$ cat config.mk
export PLATFORM = sky130hd
export DESIGN_NAME = fault_mask_config_bank
export DESIGN_NICKNAME = d
export VERILOG_FILES = /design/src/fault_mask_pkg.sv /design/src/fault_mask_config_bank.sv
export SDC_FILE = /design/constraint.sdc
export NUM_CORES = 1
export LEC_CHECK = 0
export ABC_AREA = 0
export BUFFER_PORTS_ARGS = -buffer_cell sky130_fd_sc_hd__clkbuf_2
export CAP_MARGIN = 25
export CORE_MARGIN = 4
export CORE_UTILIZATION = 51
export DETAILED_ROUTE_END_ITERATION = 12
export GPL_ROUTABILITY_DRIVEN = 0
export GPL_TIMING_DRIVEN = 1
export PLACE_DENSITY = 0.77
export SYNTH_ARGS = -nofsm -noshare
export SYNTH_HDL_FRONTEND = slang
export SYNTH_SLANG_ARGS = --single-unit
$ cat constraint.sdc
create_clock -name clk_i -period 2.2 [get_ports clk_i]
set_input_delay 0.22 -clock clk_i [delete_from_list [all_inputs] [get_ports clk_i]]
set_output_delay 0.22 -clock clk_i [all_outputs]
set_load 0.01 [all_outputs]
$ cat src/fault_mask_pkg.sv
// package: register map, field layout and carriers of the fault mask bank
package fault_mask_pkg;

    localparam int NUM_GROUPS = 12;
    localparam int IDX_W = 12;

    // register indices; byte address is four times the index
    localparam logic [11:0] STACK_ADDRESS_IDX = 12'h000;
    localparam logic [11:0] STACK_ROLE_CONFIG_IDX = 12'h001;
    localparam logic [11:0] PIN_FAULT_MASK_IDX = 12'h002;
    localparam logic [11:0] CELL_UNDERVOLTAGE_MASK_IDX = 12'h003;
    localparam logic [11:0] CELL_OVERVOLTAGE_MASK_IDX = 12'h004;
    localparam logic [11:0] UNDERTEMP_MASK_IDX = 12'h005;
    localparam logic [11:0] OVERTEMP_MASK_IDX = 12'h006;
    localparam logic [11:0] FAULT_TONE_MASK_IDX = 12'h007;
    localparam logic [11:0] HOST_PORT_FAULT_MASK_IDX = 12'h008;
    localparam logic [11:0] HOST_RX_COMMAND_MASK_IDX = 12'h009;
    localparam logic [11:0] HOST_RX_RESPONSE_MASK_IDX = 12'h00a;
    localparam logic [11:0] HOST_TX_RESPONSE_MASK_IDX = 12'h00b;
    localparam logic [11:0] UPPER_PORT_FAULT_MASK_IDX = 12'h00c;
    localparam logic [11:0] UPPER_RX_COMMAND_MASK_IDX = 12'h00d;
    localparam logic [11:0] PIN_STATUS_IDX = 12'h290;
    localparam logic [11:0] UNDERVOLTAGE_STATUS_IDX = 12'h291;
    localparam logic [11:0] OVERVOLTAGE_STATUS_IDX = 12'h292;
    localparam logic [11:0] UNDERTEMP_STATUS_IDX = 12'h293;
    localparam logic [11:0] OVERTEMP_STATUS_IDX = 12'h294;
    localparam logic [11:0] TONE_STATUS_IDX = 12'h295;
    localparam logic [11:0] HOST_PORT_STATUS_IDX = 12'h296;
    localparam logic [11:0] HOST_RX_COMMAND_STATUS_IDX = 12'h297;
    localparam logic [11:0] HOST_RX_RESPONSE_STATUS_IDX = 12'h298;
    localparam logic [11:0] HOST_TX_RESPONSE_STATUS_IDX = 12'h299;
    localparam logic [11:0] UPPER_PORT_STATUS_IDX = 12'h29a;
    localparam logic [11:0] UPPER_RX_COMMAND_STATUS_IDX = 12'h29b;

    localparam logic [11:0] MASK_IDX [NUM_GROUPS] = '{
        PIN_FAULT_MASK_IDX, CELL_UNDERVOLTAGE_MASK_IDX,
        CELL_OVERVOLTAGE_MASK_IDX, UNDERTEMP_MASK_IDX,
        OVERTEMP_MASK_IDX, FAULT_TONE_MASK_IDX,
        HOST_PORT_FAULT_MASK_IDX, HOST_RX_COMMAND_MASK_IDX,
        HOST_RX_RESPONSE_MASK_IDX, HOST_TX_RESPONSE_MASK_IDX,
        UPPER_PORT_FAULT_MASK_IDX, UPPER_RX_COMMAND_MASK_IDX};
    localparam logic [11:0] STATUS_IDX [NUM_GROUPS] = '{
        PIN_STATUS_IDX, UNDERVOLTAGE_STATUS_IDX,
        OVERVOLTAGE_STATUS_IDX, UNDERTEMP_STATUS_IDX,
        OVERTEMP_STATUS_IDX, TONE_STATUS_IDX,
        HOST_PORT_STATUS_IDX, HOST_RX_COMMAND_STATUS_IDX,
        HOST_RX_RESPONSE_STATUS_IDX, HOST_TX_RESPONSE_STATUS_IDX,
        UPPER_PORT_STATUS_IDX, UPPER_RX_COMMAND_STATUS_IDX};

    // group of the response status that only multi-drop keeps
    localparam int HOST_RX_RESPONSE_GRP = 8;

    // field positions
    localparam int ADDRESS_FIELD_W = 6;
    localparam int CFG_TOP_OF_STACK_BIT = 0;
    localparam int CFG_CHAIN_MEMBER_ROLE_BIT = 1;
    localparam int CFG_PIN_ADDRESS_SEL_BIT = 2;
    localparam int CFG_MULTIDROP_BIT = 3;
    localparam int TONE_RECOVERY_MASK_BIT = 2;
    localparam int HEARTBEAT_LOSS_MASK_BIT = 1;
    localparam int HEARTBEAT_OVERRATE_MASK_BIT = 0;
    localparam int LINK_CLEAR_DETECT_MASK_BIT = 2;
    localparam int LINK_RESET_DETECT_MASK_BIT = 1;
    localparam int STOP_BIT_ERROR_MASK_BIT = 0;
    localparam int FRAME_START_ERROR_MASK_BIT = 3;
    localparam int BYTE_ERROR_MASK_BIT = 2;
    localparam int CHECKSUM_ERROR_MASK_BIT = 0;
    localparam int TX_FRAME_START_MASK_BIT = 1;
    localparam int RESPONSE_TIMEOUT_MASK_BIT = 0;

    // implemented bits of each group; the rest are spare
    localparam logic [7:0] SIX_LIVE = 8'h3f;
    localparam logic [7:0] TONE_LIVE = 8'((1 << TONE_RECOVERY_MASK_BIT)
        | (1 << HEARTBEAT_LOSS_MASK_BIT)
        | (1 << HEARTBEAT_OVERRATE_MASK_BIT));
    localparam logic [7:0] HOST_PORT_LIVE = 8'(
        (1 << LINK_CLEAR_DETECT_MASK_BIT)
        | (1 << LINK_RESET_DETECT_MASK_BIT)
        | (1 << STOP_BIT_ERROR_MASK_BIT));
    localparam logic [7:0] RX_RESP_LIVE = 8'(
        (1 << FRAME_START_ERROR_MASK_BIT)
        | (1 << BYTE_ERROR_MASK_BIT)
        | (1 << CHECKSUM_ERROR_MASK_BIT));
    localparam logic [7:0] TX_RESP_LIVE = 8'(
        (1 << TX_FRAME_START_MASK_BIT)
        | (1 << RESPONSE_TIMEOUT_MASK_BIT));
    localparam logic [7:0] LIVE_BITS [NUM_GROUPS] = '{
        SIX_LIVE, SIX_LIVE, SIX_LIVE, SIX_LIVE, SIX_LIVE, TONE_LIVE,
        HOST_PORT_LIVE, SIX_LIVE, RX_RESP_LIVE, TX_RESP_LIVE,
        SIX_LIVE, SIX_LIVE};

    // reset values
    localparam logic [7:0] STACK_ADDRESS_RST = 8'h00;
    localparam logic [7:0] STACK_ROLE_CONFIG_RST = 8'h00;
    localparam logic [7:0] MASK_RST = 8'h00;
    localparam logic [7:0] STATUS_RST = 8'h00;

    typedef enum logic [1:0] {
        RESP_IDLE = 2'b00,
        RESP_WAIT = 2'b01,
        RESP_SEND = 2'b11
    } resp_state_type;

    typedef logic [NUM_GROUPS-1:0][7:0] byte_bank_type;

    typedef struct packed {
        logic cyc;
        logic stb;
        logic we;
        logic [13:0] adr;
        logic [3:0] sel;
        logic [31:0] dat;
    } wb_req_type;

    typedef struct packed {
        logic multidrop;
        logic pin_address_sel;
        logic chain_member_role;
        logic top_of_stack;
    } stack_role_type;

    typedef struct packed {
        logic [7:0] stack_address;
        logic [7:0] role_config;
        byte_bank_type mask;
        byte_bank_type status;
        logic [ADDRESS_FIELD_W-1:0] device_address;
        logic [NUM_GROUPS-1:0] source;
        logic fault;
        resp_state_type resp;
        logic send;
        logic ack;
        logic [31:0] rdata;
    } bank_state_type;

    localparam bank_state_type BANK_RST = '{
        stack_address: STACK_ADDRESS_RST,
        role_config: STACK_ROLE_CONFIG_RST,
        mask: {NUM_GROUPS{MASK_RST}},
        status: {NUM_GROUPS{STATUS_RST}},
        device_address: STACK_ADDRESS_RST[ADDRESS_FIELD_W-1:0],
        source: '0,
        fault: 1'b0,
        resp: RESP_IDLE,
        send: 1'b0,
        ack: 1'b0,
        rdata: 32'h0000_0000};

endpackage : fault_mask_pkg

$ cat src/fault_mask_config_bank.sv
// module: stack role configuration and fault mask register bank
//
// Implementation choice: register access over Wishbone.
`timescale 1ns/1ns
module fault_mask_config_bank
    import fault_mask_pkg::*;
(
    // clock and reset
    input wire logic clk_i,
    input wire logic rst_i,
    // wishbone classic slave
    input wire wb_req_type wb_req_i,
    output logic wb_ack_o,
    output logic [31:0] wb_dat_o,
    // fault events and pin address
    input wire byte_bank_type fault_event_i,
    input wire logic [ADDRESS_FIELD_W-1:0] pin_address_i,
    // response sequencing
    input wire logic resp_request_i,
    input wire logic upper_resp_done_i,
    output logic send_response_o,
    // configuration and fault signalling
    output logic [ADDRESS_FIELD_W-1:0] device_address_o,
    output stack_role_type role_o,
    output logic [NUM_GROUPS-1:0] fault_source_o,
    output logic fault_o
);

    ////////////////////////////////////////////////////////////////////////
    // decode helpers

    // returns the group whose mask sits at idx, or -1
    function automatic int mask_group(input logic [IDX_W-1:0] idx);
        int grp;
        grp = -1;
        for (int g = 0; g < NUM_GROUPS; g++) begin
            if (idx == MASK_IDX[g]) begin
                grp = g;
            end
        end
        return grp;
    endfunction : mask_group

    // returns the group whose status sits at idx, or -1
    function automatic int status_group(input logic [IDX_W-1:0] idx);
        int grp;
        grp = -1;
        for (int g = 0; g < NUM_GROUPS; g++) begin
            if (idx == STATUS_IDX[g]) begin
                grp = g;
            end
        end
        return grp;
    endfunction : status_group

    // read value of one register; unmapped reads as zero
    function automatic logic [7:0] read_byte(
        input bank_state_type st,
        input logic [IDX_W-1:0] idx
    );
        logic [7:0] val;
        int mg;
        int sg;
        val = 8'h00;
        mg = mask_group(idx);
        sg = status_group(idx);
        if (idx == STACK_ADDRESS_IDX) begin
            val = st.stack_address;
        end else if (idx == STACK_ROLE_CONFIG_IDX) begin
            val = st.role_config;
        end else if (mg >= 0) begin
            val = st.mask[mg];
        end else if (sg >= 0) begin
            val = st.status[sg];
        end
        return val;
    endfunction : read_byte

    ////////////////////////////////////////////////////////////////////////
    // state

    bank_state_type s_q;
    bank_state_type s_d;

    logic [IDX_W-1:0] req_idx;
    logic req_hit;
    logic req_wr;
    logic is_top;

    assign req_idx = wb_req_i.adr[13:2];
    // one access per request; the idle cycle after ack keeps it single
    assign req_hit = wb_req_i.cyc & wb_req_i.stb & ~s_q.ack;
    // data is one byte wide, so only lane 0 carries a write
    assign req_wr = req_hit & wb_req_i.we & wb_req_i.sel[0];
    assign is_top = s_q.role_config[CFG_TOP_OF_STACK_BIT];

    ////////////////////////////////////////////////////////////////////////
    // next state

    always_comb begin
        logic [7:0] set_bits;
        logic [7:0] clr_bits;
        int mg;
        set_bits = 8'h00;
        clr_bits = 8'h00;
        mg = mask_group(req_idx);
        s_d = s_q;
        s_d.ack = 1'b0;
        s_d.send = 1'b0;

        // sticky status: new events beat a clear in the same cycle
        for (int g = 0; g < NUM_GROUPS; g++) begin
            set_bits = fault_event_i[g] & LIVE_BITS[g];
            if (g == HOST_RX_RESPONSE_GRP
                && !s_q.role_config[CFG_MULTIDROP_BIT]) begin
                set_bits = 8'h00;
            end
            clr_bits = 8'h00;
            if (req_wr && req_idx == STATUS_IDX[g]) begin
                clr_bits = wb_req_i.dat[7:0];
            end
            s_d.status[g] = (s_q.status[g] & ~clr_bits) | set_bits;
        end

        // register writes; spare bits stored as written
        if (req_wr) begin
            if (req_idx == STACK_ADDRESS_IDX) begin
                s_d.stack_address = wb_req_i.dat[7:0];
            end else if (req_idx == STACK_ROLE_CONFIG_IDX) begin
                s_d.role_config = wb_req_i.dat[7:0];
            end else if (mg >= 0) begin
                s_d.mask[mg] = wb_req_i.dat[7:0];
            end
        end

        // read data and acknowledge, one cycle after the request
        if (req_hit) begin
            s_d.ack = 1'b1;
            s_d.rdata = {24'h00_0000, read_byte(s_q, req_idx)};
        end

        // a set mask bit hides its fault, spare bits never count
        for (int g = 0; g < NUM_GROUPS; g++) begin
            s_d.source[g] =
                |(s_q.status[g] & ~s_q.mask[g] & LIVE_BITS[g]);
        end
        s_d.fault = |s_d.source;

        // address source: pins when selected, else the register
        if (s_q.role_config[CFG_PIN_ADDRESS_SEL_BIT]) begin
            s_d.device_address = pin_address_i;
        end else begin
            s_d.device_address =
                s_q.stack_address[ADDRESS_FIELD_W-1:0];
        end

        // response sequencing: only the top skips the upper wait
        case (s_q.resp)
            RESP_IDLE: begin
                if (resp_request_i) begin
                    if (is_top) begin
                        s_d.resp = RESP_SEND;
                        s_d.send = 1'b1;
                    end else begin
                        s_d.resp = RESP_WAIT;
                    end
                end
            end
            RESP_WAIT: begin
                // top may be set while waiting; then stop waiting
                if (upper_resp_done_i || is_top) begin
                    s_d.resp = RESP_SEND;
                    s_d.send = 1'b1;
                end
            end
            RESP_SEND: begin
                s_d.resp = RESP_IDLE;
            end
            default: begin
                s_d.resp = RESP_IDLE;
            end
        endcase
    end

    ////////////////////////////////////////////////////////////////////////
    // registers

    always_ff @(posedge clk_i) begin
        if (rst_i) begin
            s_q <= BANK_RST;
        end else begin
            s_q <= s_d;
        end
    end

    ////////////////////////////////////////////////////////////////////////
    // outputs, all taken straight from flip-flops

    assign wb_ack_o = s_q.ack;
    assign wb_dat_o = s_q.rdata;
    assign send_response_o = s_q.send;
    assign device_address_o = s_q.device_address;
    assign fault_source_o = s_q.source;
    assign fault_o = s_q.fault;

    assign role_o.multidrop =
        s_q.role_config[CFG_MULTIDROP_BIT];
    assign role_o.pin_address_sel =
        s_q.role_config[CFG_PIN_ADDRESS_SEL_BIT];
    assign role_o.chain_member_role =
        s_q.role_config[CFG_CHAIN_MEMBER_ROLE_BIT];
    assign role_o.top_of_stack =
        s_q.role_config[CFG_TOP_OF_STACK_BIT];

endmodule : fault_mask_config_bank

; Yosys cells after proc, flatten, opt, wreduce, memory -nomap -nowiden
; Index checks and enable logic that the tools add are counted.
[totals]
regBits = 239
input_bits = 159
[op_classes]
order_cmp = 7
n_eq_ne = 28
muxes = 60
bitwise = 67
n_reduce_logical = 33
[op_table]
columns = cell, count
row1 = $mux 32, 26
row2 = $mux 8, 21
row3 = $eq 12x10->1 const B, 12
row4 = $ge 32x1->1 const B, 4
row5 = $and 8x8->8, 12
row6 = $bwmux 96, 1
row7 = $lt 32x6->1 const B, 3
row8 = $not 8->8, 12
row9 = $eq 12x4->1 const B, 6
row10 = $bmux 8 s4, 2
row11 = $or 8x6->8, 8
row12 = $reduce_or 59->1, 1
row13 = $and 6x6->6, 8
row14 = $eq 12x3->1 const B, 4
row15 = $not 6->6, 8
row16 = $reduce_or 6->1, 8
row17 = $mux 33, 1
row18 = $demux 8 s4, 1
row19 = $eq 12x2->1 const B, 2
row20 = $or 8x3->8, 2
row21 = $logic_and 1x1->1, 13
row22 = $eq 12x1->1 const B, 1
row23 = $logic_not 12->1, 1
row24 = $reduce_or 3->1, 3
row25 = 25 further kinds, 35

; Longest topological paths before layout
; Gate-level depths: netlist of run 1.
[depth]
word_depth = 22
mapped_depth = 10
ltp_nobuf = 6

; Worst setup path before layout of run 1
; Ideal clock, no wire load.
[synth_timing]
path_type = input -> register
from = input port wb_req_i[48] (netlist bit)
to = register s_q, in the netlist wb_dat_o[1]
setup_time_ns = 0.115
arrival_time_ns = 2.140
required_time_ns = 2.085
slack_ns = -0.054
stages = 6
cell_sequence = or4_4 nor4_4 mux2i_1 a211o_1 or4_1 o21a_1
[synth_between]
elab_chain_len = 21
elab_cells_between_ends = 64
cone_classes = order compare (2) / eq/ne (25) / mux (36) / reduce/logical (1)
[synth_rtl]
columns = element, line_no
row1 = from (decl), fault_mask_config_bank.sv:12  ; input wire wb_req_type wb_req_i,
row2 = branches (longest 20 deep; another with $mux 32), -
row3 = $mux 8 *, fault_mask_config_bank.sv:67  ; if (idx == STACK_ADDRESS_IDX) begin
row4 = to (signal assigned), fault_mask_config_bank.sv:190  ; s_q <= BANK_RST;
row5 = to (signal assigned), fault_mask_config_bank.sv:192  ; s_q <= s_d;
row6 = to (decl), fault_mask_config_bank.sv:82  ; bank_state_type s_q;
; Every way passes the cells marked *. The select of a mux whose other input is x is not followed.
; A chain may end at the register's enable or synchronous reset.

; Worst setup path after layout of run 1
[layout_timing]
from = register s_q, in the netlist wb_ack_o
to = register s_q[212] (netlist bit)
[layout_between]
elab_chain_len = 5
[layout_rtl]
columns = element, line_no
row1 = $not 1->1, fault_mask_config_bank.sv:92  ; assign req_hit = wb_req_i.cyc & wb_req_i.stb & ~s_q.ack;
row2 = $and 1x1->1, fault_mask_config_bank.sv:92
row3 = $and 1x1->1 (2 in series), fault_mask_config_bank.sv:94  ; assign req_wr = req_hit & wb_req_i.we & wb_req_i.sel[0];
row4 = $reduce_and 4->1 (no line), -
; Every way passes these cells.

==> results of run 1 <==
## cells by family after synthesis
group                  share of synthesized area
XOR/XNOR                                0.000764
other                                   0.000327
buffers and inverters                     0.0915
AO/OA/AOI/OAI                              0.167
multiplexers                               0.101
AND/OR/NAND/NOR                            0.222
flip-flops                                 0.417
## final cells by class
cell class,count,area (sq um),area share
multi-input combinational,966,5740,0.398
sequential,239,4780,0.332
timing repair buffer,332,2460,0.171
clock buffer,37,721,0.0499
tap,280,350,0.0243
inverter,68,255,0.0177
clock inverter,7,114,0.00789
## worst paths after layout
| kind | from | endpoint | slack (ns) | cells past startpoint |
|---|---|---|---|---|
| worst max-delay path | wb_ack_o$_SDFF_PP0_ | s_q[212]$_SDFFE_PP0P_ | 0.07 | 8 |
| worst min-delay path | upper_resp_done_i | send_response_o$_SDFF_PP0_ | 0.02 | 3 |
| worst max register to register | wb_ack_o$_SDFF_PP0_ | s_q[212]$_SDFFE_PP0P_ | 0.07 | 8 |
| worst min register to register | s_q[126]$_SDFF_PP0_ | s_q[126]$_SDFF_PP0_ | 0.45 | 2 |
## state kept, by name, indices dropped and copies added, names as in the netlist
register	cells
wb_ack_o	1
fault_source_o	12
wb_dat_o	8
s_q	206
role_o	4
send_response_o	1
fault_o	1
device_address_o	6
## worst max-delay path, stage by stage (launching register included)
cell and delay (ns):
dfxtp_1 0.32, and3b_1 0.28, nand3_2 0.17, buf_4 0.23, nor3_2 0.35, buf_12 0.21
nand2_1 0.22, nand2_1 0.15, a21oi_1 0.08
## layout by cell type (no fill, tap or decap), drive strengths merged, types with 4 or more instances in the layout
cell type,synthesis,routed
a211o,4,4
a211oi,16,16
a21oi,163,163
a22oi,20,20
a31oi,7,7
a32oi,7,7
buf,82,143
clkbuf,71,160
clkinv,1,5
conb,1,24
dfxtp,239,239
dlygate4sd3,0,66
inv,67,67
mux2,23,23
mux2i,83,83
nand2,159,159
nand2b,40,40
nand3,56,56
nand4,11,11
nor2,166,166
nor2b,8,8
nor3,26,26
nor4,26,26
o21ai,31,31
o221ai,5,5
o22ai,29,29
or2,4,4
or4,4,4
## report_power, final
| group | switching, mW | total (mW) | internal [mW] |
|---|---|---|---|
| sequential | 0.0943 | 4.52 | 4.43 |
| clock | 1.74 | 4.35 | 2.61 |
| combinational | 0.639 | 1.07 | 0.428 |
| total | 2.47 | 9.93 | 7.46 |
## per-layer routing
metal	part of all wire	track usage	routed length, um
met1	0.38	0.407	15500
met2	0.44	0.509	18000
met3	0.12	0.0703	4780
met4	0.068	0.176	2790
met5	0	0	0
## cells in the mapped netlist (4+ instances only)
library cell and instances:
a211o_1 4, a211oi_1 16, a21oi_1 163, a22oi_1 20
a31oi_1 7, a32oi_1 7, buf_1 16, buf_2 11
buf_4 55, clkbuf_1 71, dfxtp_1 239, inv_1 67
mux2_2 23, mux2i_1 83, nand2_1 159, nand2b_1 40
nand3_1 56, nand4_1 11, nor2_1 166, nor2b_1 8
nor3_1 23, nor4_1 8, nor4_2 8, nor4_4 10
o21ai_0 31, o221ai_1 5, o22ai_1 29, or2_2 4
## timing repair
item                       4_1_cts  5_1_grt
setup endpoints to repair        1        2
gates cloned                     0        0
hold endpoints to repair        66        0
gates resized for setup          1        2
hold buffers                    66        0
pin swaps                        0        0
==> flow_metrics.env, run 1 <==
export IMPL_status="finished, final reports clean"
export IMPL_synth_edf_count=0
export IMPL_cts_tree="yes"
export IMPL_finalSetupViolations=0
export IMPL_synthTopCellsByArea="dfxtp_1 42%, mux2i_1 7.2%, a21oi_1 7.1%"
export IMPL_dp_hpwl_um=27700
export IMPL_hold_violations=0
export IMPL_path_max_fanout=21
export IMPL_synth_main_ff_cell="dfxtp_1"
export IMPL_root_buffer="clkbuf_16"
export IMPL_numCtsBuffers=24
export IMPL_dpl_cell_area_sq_mm=0.0129
export IMPL_instances_no_fill=1929
export IMPL_first_pass_iters=6
export IMPL_antenna_found_initial=1
export IMPL_rsz0062_at_grt="false"
export IMPL_power_mw=9.93
export IMPL_cp_end_kind="flip-flop"
export IMPL_cp_arrival_ns=2.52
export IMPL_final_util=0.657
export IMPL_drc_errors=0
export IMPL_fillers=1682
export IMPL_slew_violations=0
export IMPL_min_path_type="in -> reg"
export IMPL_synth_async_reset_ratio=0
export IMPL_grt_pass1_vias=11500
export IMPL_initial_core_util=0.522
export IMPL_syn_area_sq_mm=0.0115
export IMPL_fin_ws_ns=0.0659
export IMPL_insertion_delay_ns=0.53
export IMPL_grt_overflow=0
export IMPL_syn_area_per_cell_sq_um=8.18
export IMPL_yosysTopAreaCell="dfxtp_1"
export IMPL_pre_cts_ws_ns=-0.583
export IMPL_die_w_um=158
export IMPL_yosysUniqueCellTypes=63
export IMPL_ctsLongestPathBuffers=3
export IMPL_finalCritPeriodShare=0.970
export IMPL_final_setup_tns_ns=0
export IMPL_grt_total_usage=0.321
export IMPL_wire_per_inst_um=21.3
export IMPL_synth_top_area_frac=0.417
export IMPL_die_area_sq_mm=0.0250
export IMPL_cts_setup_buffers=0
export IMPL_yosysWarningCount=0
export IMPL_routed_wl_um=41100
export IMPL_holdWs_ns=0.0175
export IMPL_grt_pass1_wl_um=63100
export IMPL_ant_nets=0
export IMPL_min_period_ns=2.13
export IMPL_tightest_slew_ns=0.948
export IMPL_vias=11800
export IMPL_rows=54
export IMPL_path_clk_slew_ns=0.06
export IMPL_io_buffers=125
export IMPL_maxCapViolCount=0
export IMPL_via_per_inst=6.13
export IMPL_htreeDepth=1
export IMPL_io_pins=216
export IMPL_dp_cells=1819
export IMPL_drive_gt1_frac=0.217
export IMPL_ir_drop_mv=0.642
export IMPL_p_leak_nw=5.75
export IMPL_design_area_sq_mm=0.0144
export IMPL_drt_iter0_drc=1482
export IMPL_maxSlewHeadroom=0.368
export IMPL_finClkSkew_ns=0.0166
export IMPL_diodes=0
export IMPL_synth_cells=1403
export IMPL_synth_seq_area_share=0.417
export IMPL_area_delta_synth_final_pct=25.8
export IMPL_core_area_sq_mm=0.0220
export IMPL_powerDensity_mw_per_mm2=688
export IMPL_clkSinkCount=239
export IMPL_synth_seq_cells=239
export IMPL_max_freq_mhz=469
export IMPL_crit_type="reg -> reg"
export IMPL_nNetsFinal=1790
export IMPL_start_kind="flip-flop"
export IMPL_cp_required_ns=2.59
export IMPL_die_height_um=158
export IMPL_grt_max_degree=107
Power figures use the tool's default switching activity.
==> inputs of run 2 (changes only) <==
--- a/config.mk
+++ b/config.mk
@@ -8,12 +8,14 @@
 export ABC_AREA = 0
 export BUFFER_PORTS_ARGS = -buffer_cell sky130_fd_sc_hd__clkbuf_2
 export CAP_MARGIN = 25
+export CORE_ASPECT_RATIO = 0.8
 export CORE_MARGIN = 4
-export CORE_UTILIZATION = 51
+export CORE_UTILIZATION = 52
+export CTS_BUF_LIST = sky130_fd_sc_hd__clkbuf_8
 export DETAILED_ROUTE_END_ITERATION = 12
 export GPL_ROUTABILITY_DRIVEN = 0
 export GPL_TIMING_DRIVEN = 1
-export PLACE_DENSITY = 0.77
+export PLACE_DENSITY = 0.79
 export SYNTH_ARGS = -nofsm -noshare
 export SYNTH_HDL_FRONTEND = slang
 export SYNTH_SLANG_ARGS = --single-unit
==> run 2 against run 1 <==
Sequential power about the same. Via count increased by 0.61%. Worst hold slack improved by 0.0017 ns. First-iteration DRC count increased by 34%. Global-route usage increased by 0.16 points. Routed wire length increased by 0.24%. Critical path type unchanged. Largest cell class unchanged. Largest power group unchanged. Highest routed layer unchanged.
==> flow_metrics.env, run 2 (same netlist as run 1, synthesis figures left out) <==
export IMPL_die_area_sq_mm=0.0245
export IMPL_r2r_end="s_q[211]$_SDFFE_PP0P_"
export IMPL_htreeDepth=2
export IMPL_ctsLongestPathBuffers=3
export IMPL_cp_end_kind="flip-flop"
export IMPL_grt_max_degree=112
export IMPL_final_setup_tns_ns=0
export IMPL_final_util=0.662
export IMPL_io_pins=216
export IMPL_fin_ws_ns=0.100
export IMPL_diodes=0
export IMPL_initial_core_util=0.530
export IMPL_regArea_sq_mm=0.00478
export IMPL_multiInputGateArea_sq_mm=0.00574
export IMPL_grt_overflow=0
export IMPL_path_cells="and3b_1 -> nand3_2 -> buf_4 -> nor3_2 -> buf_12 -> nand2_1 -> nand2_1 -> a21oi_1"
export IMPL_cp_required_ns=2.60
export IMPL_antenna_found_initial=0
export IMPL_grtUsageMet2=0.495
export IMPL_drt_iter0_drc=1983
export IMPL_p_leak_nw=5.74
export IMPL_largest_reg_flops=206
export IMPL_min_period_ns=2.10
export IMPL_finClkSkew_ns=0.0278
export IMPL_grt_pass1_wl_um=62900
export IMPL_path_max_fanout=27
export IMPL_slew_violations=0
export IMPL_grt_total_usage=0.322
export IMPL_core_area_sq_mm=0.0216
export IMPL_status="finished, final reports clean"
export IMPL_final_common_cell="dfxtp_1"
export IMPL_cp_arrival_ns=2.50
export IMPL_numCtsBuffers=37
export IMPL_rows=48
export IMPL_dp_hpwl_um=27500
export IMPL_maxSlewHeadroom=0.376
export IMPL_powerDensity_mw_per_mm2=661
export IMPL_grt_busiest_layer="met2"
export IMPL_drive_gt1_frac=0.222
export IMPL_maxCapViolCount=0
export IMPL_fillers=1699
export IMPL_cts_tree="yes"
export IMPL_r2r_start="wb_ack_o$_SDFF_PP0_"
export IMPL_crit_type="reg -> reg"
export IMPL_max_freq_mhz=476
export IMPL_insertion_delay_ns=0.54
export IMPL_nNetsFinal=1794
export IMPL_cp_slowest_cell="dfxtp_1"
export IMPL_grtUsageMet3=0.0928
export IMPL_pre_cts_ws_ns=-0.402
export IMPL_path_clk_slew_ns=0.07
export IMPL_drc_errors=0
export IMPL_tightest_slew_ns=0.936
export IMPL_r2r_slack_ns=0.10
export IMPL_area_delta_synth_final_pct=24.7
export IMPL_via_per_inst=6.14
export IMPL_critPathMaxStageDelay_ns=0.32
export IMPL_hold_violations=0
export IMPL_io_buffers=125
export IMPL_wire_per_inst_um=21.3
export IMPL_dp_cells=1805
export IMPL_start_kind="flip-flop"
export IMPL_instances_no_fill=1937
export IMPL_min_path_type="in -> reg"
export IMPL_mostFrequentLayoutCells="239 x dfxtp_1, 165 x nor2_1, 163 x a21oi_1"
export IMPL_worstHoldStart="upper_resp_done_i"
export IMPL_first_pass_iters=7
export IMPL_crit_start="wb_ack_o$_SDFF_PP0_"
export IMPL_grt_pass1_vias=11300
export IMPL_regMostFlops="s_q"
export IMPL_ir_drop_mv=0.541
export IMPL_design_area_sq_mm=0.0143
export IMPL_vias=11900
export IMPL_gr_usage_met1=0.430
export IMPL_critPathMostFrequentCell="nand2_1"
export IMPL_ant_nets=0
export IMPL_clkSinkCount=239
export IMPL_rsz0062_at_grt="false"
export IMPL_dpl_cell_area_sq_mm=0.0129
export IMPL_routed_wl_um=41200
export IMPL_finalCritPeriodShare=0.954
export IMPL_root_buffer="clkbuf_8"
export IMPL_r2r_cells=8
export IMPL_endpoint="s_q[211]$_SDFFE_PP0P_"
export IMPL_cts_setup_buffers=0
export IMPL_die_height_um=141
export IMPL_finalSetupViolations=0
export IMPL_die_w_um=174
[run 2: changes by cell type in the layout (fill, tap and decap cells not counted), moves of 3 or more]
cell / before / now
inv_1: 67 / 75
clkbuf_1: 7 / 0
bufinv_16: 3 / 0
buf_4: 132 / 122
clkbuf_8: 5 / 52
clkbuf_16: 25 / 0
[run 2: routing by layer]
metal,wire length (um),vias to the layer above
li1,-,5265
met1,15900,5535
met2,17800,917
met3,5620,183
met4,1900,0
met5,0,-
[run 2: area by class of cell]
| cell class | instances | area share |
|---|---|---|
| inverter | 68 | 0.0178 |
| sequential | 239 | 0.334 |
| clock buffer | 52 | 0.0500 |
| timing repair buffer | 323 | 0.168 |
| clock inverter | 14 | 0.00437 |
| multi-input combinational | 966 | 0.401 |
| tap | 275 | 0.0241 |
[run 2: metrics by stage]
stage / hold WS (ns) / power [mW]
6_report: 0.0193 / 9.46
3_3_place_gp: 0.424 / 5.50
5_1_grt: 0.0329 / 9.71
2_1_floorplan: 0.337 / 5.13
4_1_cts: 0.0193 / 9.39
3_5_place_dp: 0.432 / 5.52
[run 2: power breakdown]
| group | internal, mW | leakage [nW] | total, mW | switching [mW] |
|---|---|---|---|---|
| clock network | 2.10 | 0.436 | 3.88 | 1.78 |
| registers | 4.43 | 1.95 | 4.53 | 0.0997 |
| logic | 0.426 | 3.35 | 1.06 | 0.634 |
[run 2: worst min path at each step]
stage               slack [ns]                    endpoint  depth (start not counted)
floorplan                 0.34         s_q[103]$_SDFF_PP0_                          2
global placement          0.42        s_q[34]$_SDFFE_PP0P_                          1
global route              0.03        s_q[35]$_SDFFE_PP0P_                          3
finish                    0.02  send_response_o$_SDFF_PP0_                          3
CTS                       0.02  send_response_o$_SDFF_PP0_                          3
detailed placement        0.43          s_q[56]$_SDFF_PP0_                          3
[run 2: critical path, delay by kind of cell (launching register included)]
| family | cells | cell delay (ns) |
|---|---|---|
| buffers and inverters | 2 | 0.48 |
| AOI/OAI and AO/OA | 1 | 0.07 |
| and+or+nand+nor | 5 | 1.09 |
| DFF | 1 | 0.32 |
[run 2: repair_timing]
action,in CTS,in global routing
gates resized for setup,0,1
hold endpoints to repair,66,0
hold buffers,66,0
endpoints found under the setup margin,0,1
